[config.mk]
export PLATFORM = sky130hd
export DESIGN_NAME = tpw_timer
export DESIGN_NICKNAME = d
export VERILOG_FILES = /design/src/tpw_pkg.sv /design/src/tpw_count_src.sv /design/src/tpw_timer.sv
export VERILOG_INCLUDE_DIRS = /design/src /design/src/src
export SDC_FILE = /design/constraint.sdc
export NUM_CORES = 1
export LEC_CHECK = 0
export BUFFER_PORTS_ARGS = -buffer_cell sky130_fd_sc_hd__buf_2
export CAP_MARGIN = 0
export CORE_ASPECT_RATIO = 1.5
export CORE_MARGIN = 2
export CORE_UTILIZATION = 42
export CTS_BUF_LIST = sky130_fd_sc_hd__clkbuf_8 sky130_fd_sc_hd__clkbuf_16
export CTS_CLUSTER_SIZE = 12
export DETAILED_ROUTE_END_ITERATION = 16
export SYNTH_ARGS = -nofsm -noshare
export SYNTH_HDL_FRONTEND = slang
export SYNTH_SLANG_ARGS = --single-unit
[constraint.sdc]
create_clock -name i_clk -period 14.8 [get_ports i_clk]
set_input_delay 2.96 -clock i_clk [delete_from_list [all_inputs] [get_ports i_clk]]
set_output_delay 2.96 -clock i_clk [all_outputs]
set_load 0.02 [all_outputs]
[src/tpw_defines.svh]
// constants for the three-phase pwm timer: count sources, mode codes, register indices.
// assumes a single 40 MHz clock; software reaches the registers through plain ports.
// Function
// - reset-sync mode ignores output-control and dead-time settings but not the level selects; mode codes 10/11 turn it off
// - reset-sync: ch0 compare a is the period; ch0 c pin toggles every period
// - reset-sync: ch0 b, ch1 a, ch1 b set change points of three outputs
// - reset-sync: compare c and d feed the match interrupt whether their buffer enables are 0 or 1
// - reset-sync, ch0 c buffer enable set: ch0 compare c holds the next period
// - buffer enables set: ch0 d, ch1 c, ch1 d hold next change points
// - complementary: three normal and three counter outputs, triangle carrier, dead time
// - count source: f1, f2, f4, f8, f32, oscillator, or external pin edge
// - counting up, counter 0 matching ch0 compare a turns both counters down
// - counting down, counter 1 wrapping 0000h to ffffh turns both counters up
// - complementary period is 2*(m+2-p) count-source periods
// - dead time is the value p loaded into counter 0
// - normal-phase active width is 2*(m-n-p+1) count-source periods
// - counter-phase active width is 2*(n+1-p) count-source periods
// - n comes from ch0 b, ch1 a, ch1 b for outputs one to three
// - counting starts when both channel start bits are written 1
// - counting stops when both start bits are written 0 with stop select 1
// - interrupt request on every compare match and on counter 1 underflow
// - complementary: ch0 c pin toggles every half pwm period
// - once counting starts in complementary mode the period stays fixed
// - mode code 10 transfers buffers at underflow, 11 at compare a match
`ifndef TPW_DEFINES_SVH
`define TPW_DEFINES_SVH

`define TPW_CW 16
`define TPW_CNT_ZERO 16'h0000
`define TPW_CNT_MAX 16'hffff
`define TPW_PRESC_W 5

`define TPW_SRC_F1 3'h0
`define TPW_SRC_F2 3'h1
`define TPW_SRC_F4 3'h2
`define TPW_SRC_F8 3'h3
`define TPW_SRC_F32 3'h4
`define TPW_SRC_EXT 3'h5
`define TPW_SRC_OCO 3'h6

`define TPW_EDGE_RISE 2'h0
`define TPW_EDGE_FALL 2'h1

`define TPW_CMB_UDF 2'h2
`define TPW_CMB_MATCH 2'h3

`define TPW_IDX_CNT0 4'h0
`define TPW_IDX_CNT1 4'h1
`define TPW_IDX_CMP_BASE 4'h2
`define TPW_IDX_CMP_LAST 4'h9

`define TPW_A0 3'h0
`define TPW_B0 3'h1
`define TPW_C0 3'h2
`define TPW_D0 3'h3
`define TPW_A1 3'h4
`define TPW_B1 3'h5
`define TPW_C1 3'h6
`define TPW_D1 3'h7

`endif

[src/tpw_pkg.sv]
// types shared by the three-phase pwm timer.
// assumes tpw_defines.svh supplies the numeric constants.
package tpw_pkg;
	typedef enum logic [1:0] {
		TPW_STOPPED = 2'h0,
		TPW_COUNT_UP = 2'h1,
		TPW_COUNT_DOWN = 2'h3
	} tpw_state_e;
endpackage : tpw_pkg

[src/tpw_count_src.sv]
// count-source selection: prescaled system clock or edges of an outside clock.
// assumes the pin and oscillator inputs are asynchronous to i_clk.
`include "tpw_defines.svh"
module tpw_count_src
	import tpw_pkg::*;
#(
	parameter int PRESC_W = `TPW_PRESC_W
) (
	input wire logic i_clk, // system clock
	input wire logic i_sys_rst, // async reset, active high
	input wire logic [2:0] i_clock_source_select, // source code
	input wire logic [1:0] i_clock_edge_select, // external edge choice
	input wire logic i_external_count_clock_pin, // external count pin
	input wire logic i_onchip_oscillator_clock, // oscillator clock
	output logic o_tick // one-cycle count enable
);
	logic [PRESC_W-1:0] presc_reg;
	logic [2:0] ext_sync_reg;
	logic [2:0] oco_sync_reg;
	logic ext_rise;
	logic ext_fall;

	function automatic logic div_tick(input logic [PRESC_W-1:0] cnt, input int div);
		logic [PRESC_W-1:0] mask;
		mask = PRESC_W'(div - 1);
		return (cnt & mask) == mask;
	endfunction : div_tick

	always_ff @(posedge i_clk or posedge i_sys_rst) begin
		if (i_sys_rst) begin
			presc_reg <= '0;
		end else begin
			presc_reg <= presc_reg + 1'b1;
		end
	end

	// bit 0 only feeds bit 1; edges are taken from bits 1 and 2
	always_ff @(posedge i_clk or posedge i_sys_rst) begin
		if (i_sys_rst) begin
			ext_sync_reg <= 3'h0;
			oco_sync_reg <= 3'h0;
		end else begin
			ext_sync_reg <= {ext_sync_reg[1:0], i_external_count_clock_pin};
			oco_sync_reg <= {oco_sync_reg[1:0], i_onchip_oscillator_clock};
		end
	end

	assign ext_rise = ext_sync_reg[1] && !ext_sync_reg[2];
	assign ext_fall = !ext_sync_reg[1] && ext_sync_reg[2];

	// the oscillator is sampled, so it only counts right when well below 20 MHz
	always_comb begin
		case (i_clock_source_select)
			`TPW_SRC_F1: o_tick = 1'b1;
			`TPW_SRC_F2: o_tick = div_tick(presc_reg, 2);
			`TPW_SRC_F4: o_tick = div_tick(presc_reg, 4);
			`TPW_SRC_F8: o_tick = div_tick(presc_reg, 8);
			`TPW_SRC_F32: o_tick = div_tick(presc_reg, 32);
			`TPW_SRC_OCO: o_tick = oco_sync_reg[1] && !oco_sync_reg[2];
			`TPW_SRC_EXT: begin
				if (i_clock_edge_select == `TPW_EDGE_RISE) begin
					o_tick = ext_rise;
				end else if (i_clock_edge_select == `TPW_EDGE_FALL) begin
					o_tick = ext_fall;
				end else begin
					o_tick = ext_rise || ext_fall;
				end
			end
			default: o_tick = 1'b0;
		endcase
	end
endmodule : tpw_count_src

[src/tpw_timer.sv]
// three-phase pwm timer: reset-synchronous and complementary modes.
// assumes software drives the write, read and control ports in the i_clk domain.
`include "tpw_defines.svh"
module tpw_timer
	import tpw_pkg::*;
(
	input wire logic i_clk, // 40 MHz system clock
	input wire logic i_sys_rst, // async reset, active high
	input wire logic i_wr_en, // register write strobe
	input wire logic [3:0] i_wr_index, // register written
	input wire logic [15:0] i_wr_data, // write data
	input wire logic [3:0] i_rd_index, // register read
	output logic [15:0] o_rd_data, // read data, one cycle later
	input wire logic i_start_wr, // start register write strobe
	input wire logic i_ch0_start_bit, // written ch0 start bit
	input wire logic i_ch1_start_bit, // written ch1 start bit
	input wire logic i_ch0_stop_select, // allows stop by writing 0
	input wire logic i_reset_sync_mode, // reset-synchronous mode select
	input wire logic [1:0] i_combination_mode_select, // 10/11 complementary
	input wire logic i_ch0_c_buffer_enable, // ch0 c is buffer, reset-sync mode only
	input wire logic i_ch0_d_buffer_enable, // ch0 d is buffer
	input wire logic i_ch1_c_buffer_enable, // ch1 c is buffer
	input wire logic i_ch1_d_buffer_enable, // ch1 d is buffer
	input wire logic [2:0] i_clock_source_select, // count source code
	input wire logic [1:0] i_clock_edge_select, // external edge choice
	input wire logic i_external_count_clock_pin, // external count pin
	input wire logic i_onchip_oscillator_clock, // oscillator clock
	input wire logic i_normal_level_select, // 1: normal active high
	input wire logic i_counter_level_select, // 1: counter active high
	input wire logic [5:0] i_output_control, // per-pin disable, complementary only
	output logic o_ch0_c_output_pin, // period toggle pin
	output logic o_first_pwm_output_normal_pin, // first output normal phase
	output logic o_first_pwm_output_counter_pin, // first output counter phase
	output logic o_second_pwm_output_normal_pin, // second output normal phase
	output logic o_second_pwm_output_counter_pin, // second output counter phase
	output logic o_third_pwm_output_normal_pin, // third output normal phase
	output logic o_third_pwm_output_counter_pin, // third output counter phase
	output logic o_running, // counting in progress
	output logic o_count_down, // carrier decrementing
	output logic o_match_irq, // compare match pulse
	output logic o_underflow_irq // counter 1 underflow pulse
);
	tpw_state_e state_reg;
	logic [15:0] cnt0_reg;
	logic [15:0] cnt1_reg;
	logic [15:0] cmp_reg [0:7];
	logic [15:0] period_reg;
	logic [2:0] rs_act_reg;
	logic [2:0] nrm_act;
	logic [2:0] ctr_act;
	logic [5:0] pin_reg;
	logic ch0c_reg;
	logic tick;
	logic comp_mode;
	logic rs_mode;
	logic run_tick;
	logic start_req;
	logic stop_req;
	logic rs_wrap;
	logic comp_top;
	logic comp_udf;
	logic xfer;
	logic any_match;
	logic wr_cmp;
	logic [2:0] wr_cmp_idx;
	logic [7:0] bf_en;

	// compare register holding n for output k, and the buffer feeding it
	function automatic logic [2:0] n_sel(input int k);
		case (k)
			0: return `TPW_B0;
			1: return `TPW_A1;
			default: return `TPW_B1;
		endcase
	endfunction : n_sel

	function automatic logic [2:0] buf_sel(input int k);
		case (k)
			0: return `TPW_D0;
			1: return `TPW_C1;
			default: return `TPW_D1;
		endcase
	endfunction : buf_sel

	function automatic logic lvl(input logic act, input logic active_high);
		return active_high ? act : !act;
	endfunction : lvl

	tpw_count_src u_src (
		.i_clk(i_clk),
		.i_sys_rst(i_sys_rst),
		.i_clock_source_select(i_clock_source_select),
		.i_clock_edge_select(i_clock_edge_select),
		.i_external_count_clock_pin(i_external_count_clock_pin),
		.i_onchip_oscillator_clock(i_onchip_oscillator_clock),
		.o_tick(tick)
	);

	assign comp_mode = i_combination_mode_select[1];
	assign rs_mode = !comp_mode && i_reset_sync_mode;
	assign run_tick = tick && (state_reg != TPW_STOPPED);
	assign start_req = i_start_wr && i_ch0_start_bit && i_ch1_start_bit;
	assign stop_req = i_start_wr && !i_ch0_start_bit && !i_ch1_start_bit
		&& i_ch0_stop_select;
	assign rs_wrap = rs_mode && run_tick && (cnt0_reg == cmp_reg[`TPW_A0]);
	assign comp_top = comp_mode && run_tick && (state_reg == TPW_COUNT_UP)
		&& (cnt0_reg == period_reg);
	assign comp_udf = comp_mode && run_tick && (state_reg == TPW_COUNT_DOWN)
		&& (cnt1_reg == `TPW_CNT_ZERO);
	assign xfer = rs_wrap
		|| (i_combination_mode_select == `TPW_CMB_UDF && comp_udf)
		|| (i_combination_mode_select == `TPW_CMB_MATCH && comp_top);
	assign bf_en = {i_ch1_d_buffer_enable, i_ch1_c_buffer_enable, 2'h0,
		i_ch0_d_buffer_enable, i_ch0_c_buffer_enable && rs_mode, 2'h0};
	assign wr_cmp = i_wr_en && (i_wr_index >= `TPW_IDX_CMP_BASE)
		&& (i_wr_index <= `TPW_IDX_CMP_LAST);
	assign wr_cmp_idx = 3'(i_wr_index - `TPW_IDX_CMP_BASE);
	assign any_match = run_tick && (rs_mode || comp_mode)
		&& (cnt0_reg == cmp_reg[`TPW_A0] || cnt0_reg == cmp_reg[`TPW_B0]
		|| cnt0_reg == cmp_reg[`TPW_C0] || cnt0_reg == cmp_reg[`TPW_D0]
		|| cnt1_reg == cmp_reg[`TPW_A1] || cnt1_reg == cmp_reg[`TPW_B1]
		|| cnt1_reg == cmp_reg[`TPW_C1] || cnt1_reg == cmp_reg[`TPW_D1]);

	always_ff @(posedge i_clk or posedge i_sys_rst) begin
		if (i_sys_rst) begin
			state_reg <= TPW_STOPPED;
		end else if (stop_req) begin
			state_reg <= TPW_STOPPED;
		end else if (start_req && state_reg == TPW_STOPPED && (comp_mode || rs_mode)) begin
			state_reg <= TPW_COUNT_UP;
		end else if (run_tick) begin
			case (state_reg)
				TPW_COUNT_UP: begin
					if (comp_top) begin
						state_reg <= TPW_COUNT_DOWN;
					end
				end
				TPW_COUNT_DOWN: begin
					if (comp_udf) begin
						state_reg <= TPW_COUNT_UP;
					end
				end
				default: state_reg <= TPW_STOPPED;
			endcase
		end
	end

	// the turn to down lands one count after the match, which gives the +2 in the period
	always_ff @(posedge i_clk or posedge i_sys_rst) begin
		if (i_sys_rst) begin
			cnt0_reg <= `TPW_CNT_ZERO;
			cnt1_reg <= `TPW_CNT_ZERO;
		end else begin
			if (run_tick) begin
				if (rs_wrap) begin
					cnt0_reg <= `TPW_CNT_ZERO;
				end else if (rs_mode) begin
					cnt0_reg <= cnt0_reg + 1'b1;
				end else if (state_reg == TPW_COUNT_UP) begin
					cnt0_reg <= cnt0_reg + 1'b1;
					cnt1_reg <= cnt1_reg + 1'b1;
				end else begin
					cnt0_reg <= cnt0_reg - 1'b1;
					cnt1_reg <= cnt1_reg - 1'b1;
				end
			end
			// a software write wins over the count in the same cycle
			if (i_wr_en && i_wr_index == `TPW_IDX_CNT0) begin
				cnt0_reg <= i_wr_data;
			end
			if (i_wr_en && i_wr_index == `TPW_IDX_CNT1) begin
				cnt1_reg <= i_wr_data;
			end
		end
	end

	always_ff @(posedge i_clk or posedge i_sys_rst) begin
		if (i_sys_rst) begin
			period_reg <= `TPW_CNT_ZERO;
		end else if (start_req && state_reg == TPW_STOPPED) begin
			period_reg <= cmp_reg[`TPW_A0];
		end
	end

	always_ff @(posedge i_clk or posedge i_sys_rst) begin
		if (i_sys_rst) begin
			for (int i = 0; i < 8; i++) begin
				cmp_reg[i] <= `TPW_CNT_ZERO;
			end
		end else begin
			if (xfer && bf_en[`TPW_C0]) begin
				cmp_reg[`TPW_A0] <= cmp_reg[`TPW_C0];
			end
			for (int k = 0; k < 3; k++) begin
				if (xfer && bf_en[buf_sel(k)]) begin
					cmp_reg[n_sel(k)] <= cmp_reg[buf_sel(k)];
				end
			end
			if (wr_cmp) begin
				cmp_reg[wr_cmp_idx] <= i_wr_data;
			end
		end
	end

	// reset-sync outputs go active at the period start and drop at their change point
	always_ff @(posedge i_clk or posedge i_sys_rst) begin
		if (i_sys_rst) begin
			rs_act_reg <= 3'h0;
		end else if (rs_wrap) begin
			rs_act_reg <= 3'h7;
		end else if (rs_mode && run_tick) begin
			for (int k = 0; k < 3; k++) begin
				if (cnt0_reg == cmp_reg[n_sel(k)]) begin
					rs_act_reg[k] <= 1'b0;
				end
			end
		end
	end

	// counter value ffffh is the wrap state and never counts as normal-phase active
	always_comb begin
		for (int k = 0; k < 3; k++) begin
			if (rs_mode) begin
				nrm_act[k] = rs_act_reg[k];
				ctr_act[k] = !rs_act_reg[k];
			end else if (state_reg == TPW_COUNT_UP) begin
				nrm_act[k] = cnt1_reg != `TPW_CNT_MAX && cnt1_reg > cmp_reg[n_sel(k)];
				ctr_act[k] = cnt0_reg < cmp_reg[n_sel(k)];
			end else begin
				nrm_act[k] = cnt1_reg != `TPW_CNT_MAX && cnt1_reg >= cmp_reg[n_sel(k)];
				ctr_act[k] = cnt0_reg <= cmp_reg[n_sel(k)];
			end
		end
	end

	// pins hold their level while stopped; disables only count in complementary mode
	always_ff @(posedge i_clk or posedge i_sys_rst) begin
		if (i_sys_rst) begin
			pin_reg <= 6'h00;
		end else if (state_reg != TPW_STOPPED) begin
			for (int k = 0; k < 3; k++) begin
				pin_reg[2*k] <= lvl(nrm_act[k] && !(comp_mode
					&& i_output_control[2*k]), i_normal_level_select);
				pin_reg[2*k+1] <= lvl(ctr_act[k] && !(comp_mode
					&& i_output_control[2*k+1]), i_counter_level_select);
			end
		end
	end

	always_ff @(posedge i_clk or posedge i_sys_rst) begin
		if (i_sys_rst) begin
			ch0c_reg <= 1'b0;
		end else if (rs_wrap || comp_top || comp_udf) begin
			ch0c_reg <= !ch0c_reg;
		end
	end

	always_ff @(posedge i_clk or posedge i_sys_rst) begin
		if (i_sys_rst) begin
			o_match_irq <= 1'b0;
			o_underflow_irq <= 1'b0;
		end else begin
			o_match_irq <= any_match;
			o_underflow_irq <= comp_udf;
		end
	end

	always_ff @(posedge i_clk or posedge i_sys_rst) begin
		if (i_sys_rst) begin
			o_rd_data <= `TPW_CNT_ZERO;
		end else if (i_rd_index == `TPW_IDX_CNT0) begin
			o_rd_data <= cnt0_reg;
		end else if (i_rd_index == `TPW_IDX_CNT1) begin
			o_rd_data <= cnt1_reg;
		end else if (i_rd_index <= `TPW_IDX_CMP_LAST) begin
			o_rd_data <= cmp_reg[3'(i_rd_index - `TPW_IDX_CMP_BASE)];
		end else begin
			o_rd_data <= `TPW_CNT_ZERO;
		end
	end

	assign o_ch0_c_output_pin = ch0c_reg;
	assign {o_third_pwm_output_counter_pin, o_third_pwm_output_normal_pin, o_second_pwm_output_counter_pin, o_second_pwm_output_normal_pin,
		o_first_pwm_output_counter_pin, o_first_pwm_output_normal_pin} = pin_reg;
	assign o_running = state_reg != TPW_STOPPED;
	assign o_count_down = state_reg == TPW_COUNT_DOWN;
endmodule : tpw_timer

==> impl_metrics.env <==
export IMPL_critPathBufInv=3
export IMPL_grt_pass1_vias=12300
export IMPL_r2r_start="state_reg[0]$_DFFE_PP0P_"
export IMPL_synth_seq_cells=217
export IMPL_ys_async_sr_fraction=1.00
export IMPL_fin_hold_ws_ps=355
export IMPL_netlist_area_leader_share=0.356
export IMPL_multi_input_area_um2=9100
export IMPL_finClkSkew_ps=27.1
export IMPL_cts_sinks=217
export IMPL_overflow=0
export IMPL_clkLatencyLatePin_ps=570
export IMPL_cts_htree_levels=1
export IMPL_synth_yosys_warnings=0
export IMPL_status="finished, final reports clean"
export IMPL_synth_common_cells="dfrtp_1 (217), a21oi_1 (155), nor2_1 (121)"
export IMPL_die_area_um2=37900
export IMPL_synthAdderAreaFrac=0.0972
export IMPL_max_freq_mhz=193
export IMPL_clockBufferDepth=3
export IMPL_drive_gt1_frac=0.173
export IMPL_timing_final_crit_share=0.349
export IMPL_initial_utilization=0.426
export IMPL_postCtsHoldBufs=0
export IMPL_fin_crit_ps=5170
export IMPL_worst_setup_hold_path_clk_slew_ps=60
export IMPL_syn_nets=1763
export IMPL_critPathSlowestCell="and3_1"
export IMPL_cts_tree="built"
export IMPL_drc=0
export IMPL_max_slew_margin=0.234
export IMPL_required_ps=15240
export IMPL_setup_viol=0
export IMPL_core_area_um2=35800
export IMPL_crit_fanout=17
export IMPL_dieHeight_um=237
export IMPL_io_pins=80
export IMPL_synth_xor_area_frac=0.0660
export IMPL_ir_worst_vdd_v=0.0000824
export IMPL_reg2reg_slack_ps=10180
export IMPL_cap_violations=0
export IMPL_power_density_nw_per_um2=178
export IMPL_globalplace_congestion=0.909
export IMPL_cp_common_cell="o21ai_1"
export IMPL_tns_ps=0
export IMPL_setup_worst_path_end_class="flip-flop"
export IMPL_r2r_end="cnt1_reg[15]$_DFFE_PP0P_"
export IMPL_synth_compound_area_frac=0.134
export IMPL_final_nets=1789
export IMPL_insertedDiodeCount=0
export IMPL_rows=85
export IMPL_syn_inst=1592
export IMPL_synth_ff_type="dfrtp_1"
export IMPL_area_growth_pct=10.4
export IMPL_synth_top_family_by_area="multiplexers"
export IMPL_die_w_um=160
export IMPL_ant_nets=0
export IMPL_hold_start="u_src.ext_sync_reg[0]$_DFF_PP0_"
export IMPL_leakagePower_nw=7.85
export IMPL_use_met1=0.336
export IMPL_seq_area_um2=5430
export IMPL_synth_area_per_cell_um2=9.59
export IMPL_hpwlAfterDp_um=36900
export IMPL_yosys_top_cells_area="dfrtp_1 (36%), ha_1 (9.6%), mux2_2 (6.1%)"
export IMPL_path_cells="buf_2 -> inv_2 -> nor4b_1 -> o21ai_1 -> a2111oi_4 -> buf_4 -> and3_1 -> mux2i_1 -> o21ai_1"
export IMPL_hold_violations=0
export IMPL_synth_top_area_cell="dfrtp_1"
export IMPL_cpLargestDelayFamily="simple AND/OR/NAND/NOR gates"
export IMPL_worst_slew_pin_slew_ps=1150
export IMPL_postCtsSetupBuffers=0
export IMPL_grt_util_met2=0.452
export IMPL_num_vias=12500
export IMPL_antenna_found_initial=0
export IMPL_synth_edf_count=0
export IMPL_nFillCells=3404
export IMPL_grt_max_degree=81
export IMPL_holdPathEnd="u_src.ext_sync_reg[1]$_DFF_PP0_"
export IMPL_slowest_delay_ps=860
export IMPL_synth_yosys_seq_area_share=0.356
export IMPL_start_kind="input port"
export IMPL_vias_per_cell=5.92
export IMPL_grt_usage=0.267
export IMPL_path_class="in2reg"
export IMPL_drt_pass1_iterations=5
export IMPL_worst_hold_path_num_cells=0
export IMPL_wl_per_cell_um=24.0
export IMPL_wl_um=50800
export IMPL_cts_root_buffer="clkbuf_16"
export IMPL_synth_cell_types=71
export IMPL_arrival_ps=5610
export IMPL_post_cts_resize_count=0
export IMPL_syn_area_um2=15300
export IMPL_rsz0062_at_grt="false"
export IMPL_yosysMostFrequentCell="dfrtp_1"
export IMPL_hold_path_class="reg2reg"
export IMPL_numCtsBuffers=25
export IMPL_r2r_cells=11
export IMPL_grt_pass1_wl_um=77200
export IMPL_synth_simple_area_share=0.143
export IMPL_drt_iter0_markers=907
export IMPL_synth_mux_area_frac=0.156
export IMPL_met3_usage=0.0349
export IMPL_largest_reg_flops=128
export IMPL_port_buffers=79
export IMPL_top_usage_layer="met2"
export IMPL_drv_slew=0
-- placed cells by master (no fill, tap or decap), drive strengths merged, types with 5 or more instances in the layout --
| cell | n |
|---|---|
| or3 | 8 |
| xnor2 | 45 |
| nor2b | 23 |
| nand2b | 8 |
| ha | 117 |
| and3 | 9 |
| nor3 | 27 |
| o21a | 15 |
| o211ai | 11 |
| xor2 | 70 |
| o21ai | 76 |
| buf | 108 |
| a31oi | 12 |
| nand2 | 122 |
| a21oi | 155 |
| dfrtp | 217 |
| inv | 71 |
| a21o | 19 |
| nand3 | 25 |
| mux4 | 32 |
| nor2 | 121 |
| clkbuf | 32 |
| or4 | 12 |
| nor4b | 5 |
| nand4 | 38 |
| o31ai | 6 |
| mux2 | 83 |
| and2 | 5 |
| a211oi | 9 |
| mux2i | 72 |
| nor4 | 29 |
-- cell type report --
cell class / count / area share
repair buffers: 108 / 0.0364
inverters: 65 / 0.0149
well taps: 478 / 0.0355
flip-flops and latches: 217 / 0.322
clock buffers: 32 / 0.0428
clock inverters: 13 / 0.00772
multi-input cells: 1201 / 0.540
-- logic make-up after synthesis --
| group | count (synthesis) |
|---|---|
| buffers and inverters | 174 |
| AND/OR/NAND/NOR | 443 |
| AO/OA/AOI/OAI | 338 |
| flip-flops | 217 |
| multiplexers | 187 |
| adder cells (fa/ha/maj) | 118 |
| XOR/XNOR | 115 |
-- through the flow --
step / power (W) / util / std cells / setup WS, ps / area, um2
after global routing: 0.00319 / 0.470 / 2114 / 9440 / 16800
after detailed placement: 0.00233 / 0.446 / 2069 / 9070 / 16000
final: 0.00300 / 0.470 / 2114 / 9630 / 16800
after CTS: 0.00299 / 0.470 / 2114 / 9640 / 16800
after global placement: 0.00230 / 0.446 / 2069 / 9150 / 16000
after floorplan: 0.00191 / - / 1592 / 5900 / 15300
-- worst max path at each step --
stage / startpoint / end / depth (start not counted)
2_1_floorplan: i_sys_rst / cmp_reg[0]$_DFFE_PP0P_ / 1
3_3_place_gp: i_clock_source_select[1] / cmp_reg[124]$_DFF_PP0_ / 9
3_5_place_dp: i_clock_source_select[1] / cmp_reg[113]$_DFF_PP0_ / 9
4_1_cts: i_clock_source_select[1] / cmp_reg[117]$_DFF_PP0_ / 9
5_1_grt: i_clock_source_select[1] / cmp_reg[117]$_DFF_PP0_ / 9
6_report: i_clock_source_select[1] / cmp_reg[117]$_DFF_PP0_ / 9
-- per-layer routing --
| metal | wire length [um] | share of wire |
|---|---|---|
| met1 | 20900 | 0.41 |
| met2 | 24400 | 0.48 |
| met4 | 2700 | 0.053 |
| met5 | 0 | 0 |
| met3 | 2740 | 0.054 |
-- report_power, final --
group / switching [W] / internal (W)
Sequential: 0.000287 / 0.000751
Combinational: 0.000732 / 0.000581
Clock: 0.000272 / 0.000379
Note: power is estimated with default switching activity, not from simulation.
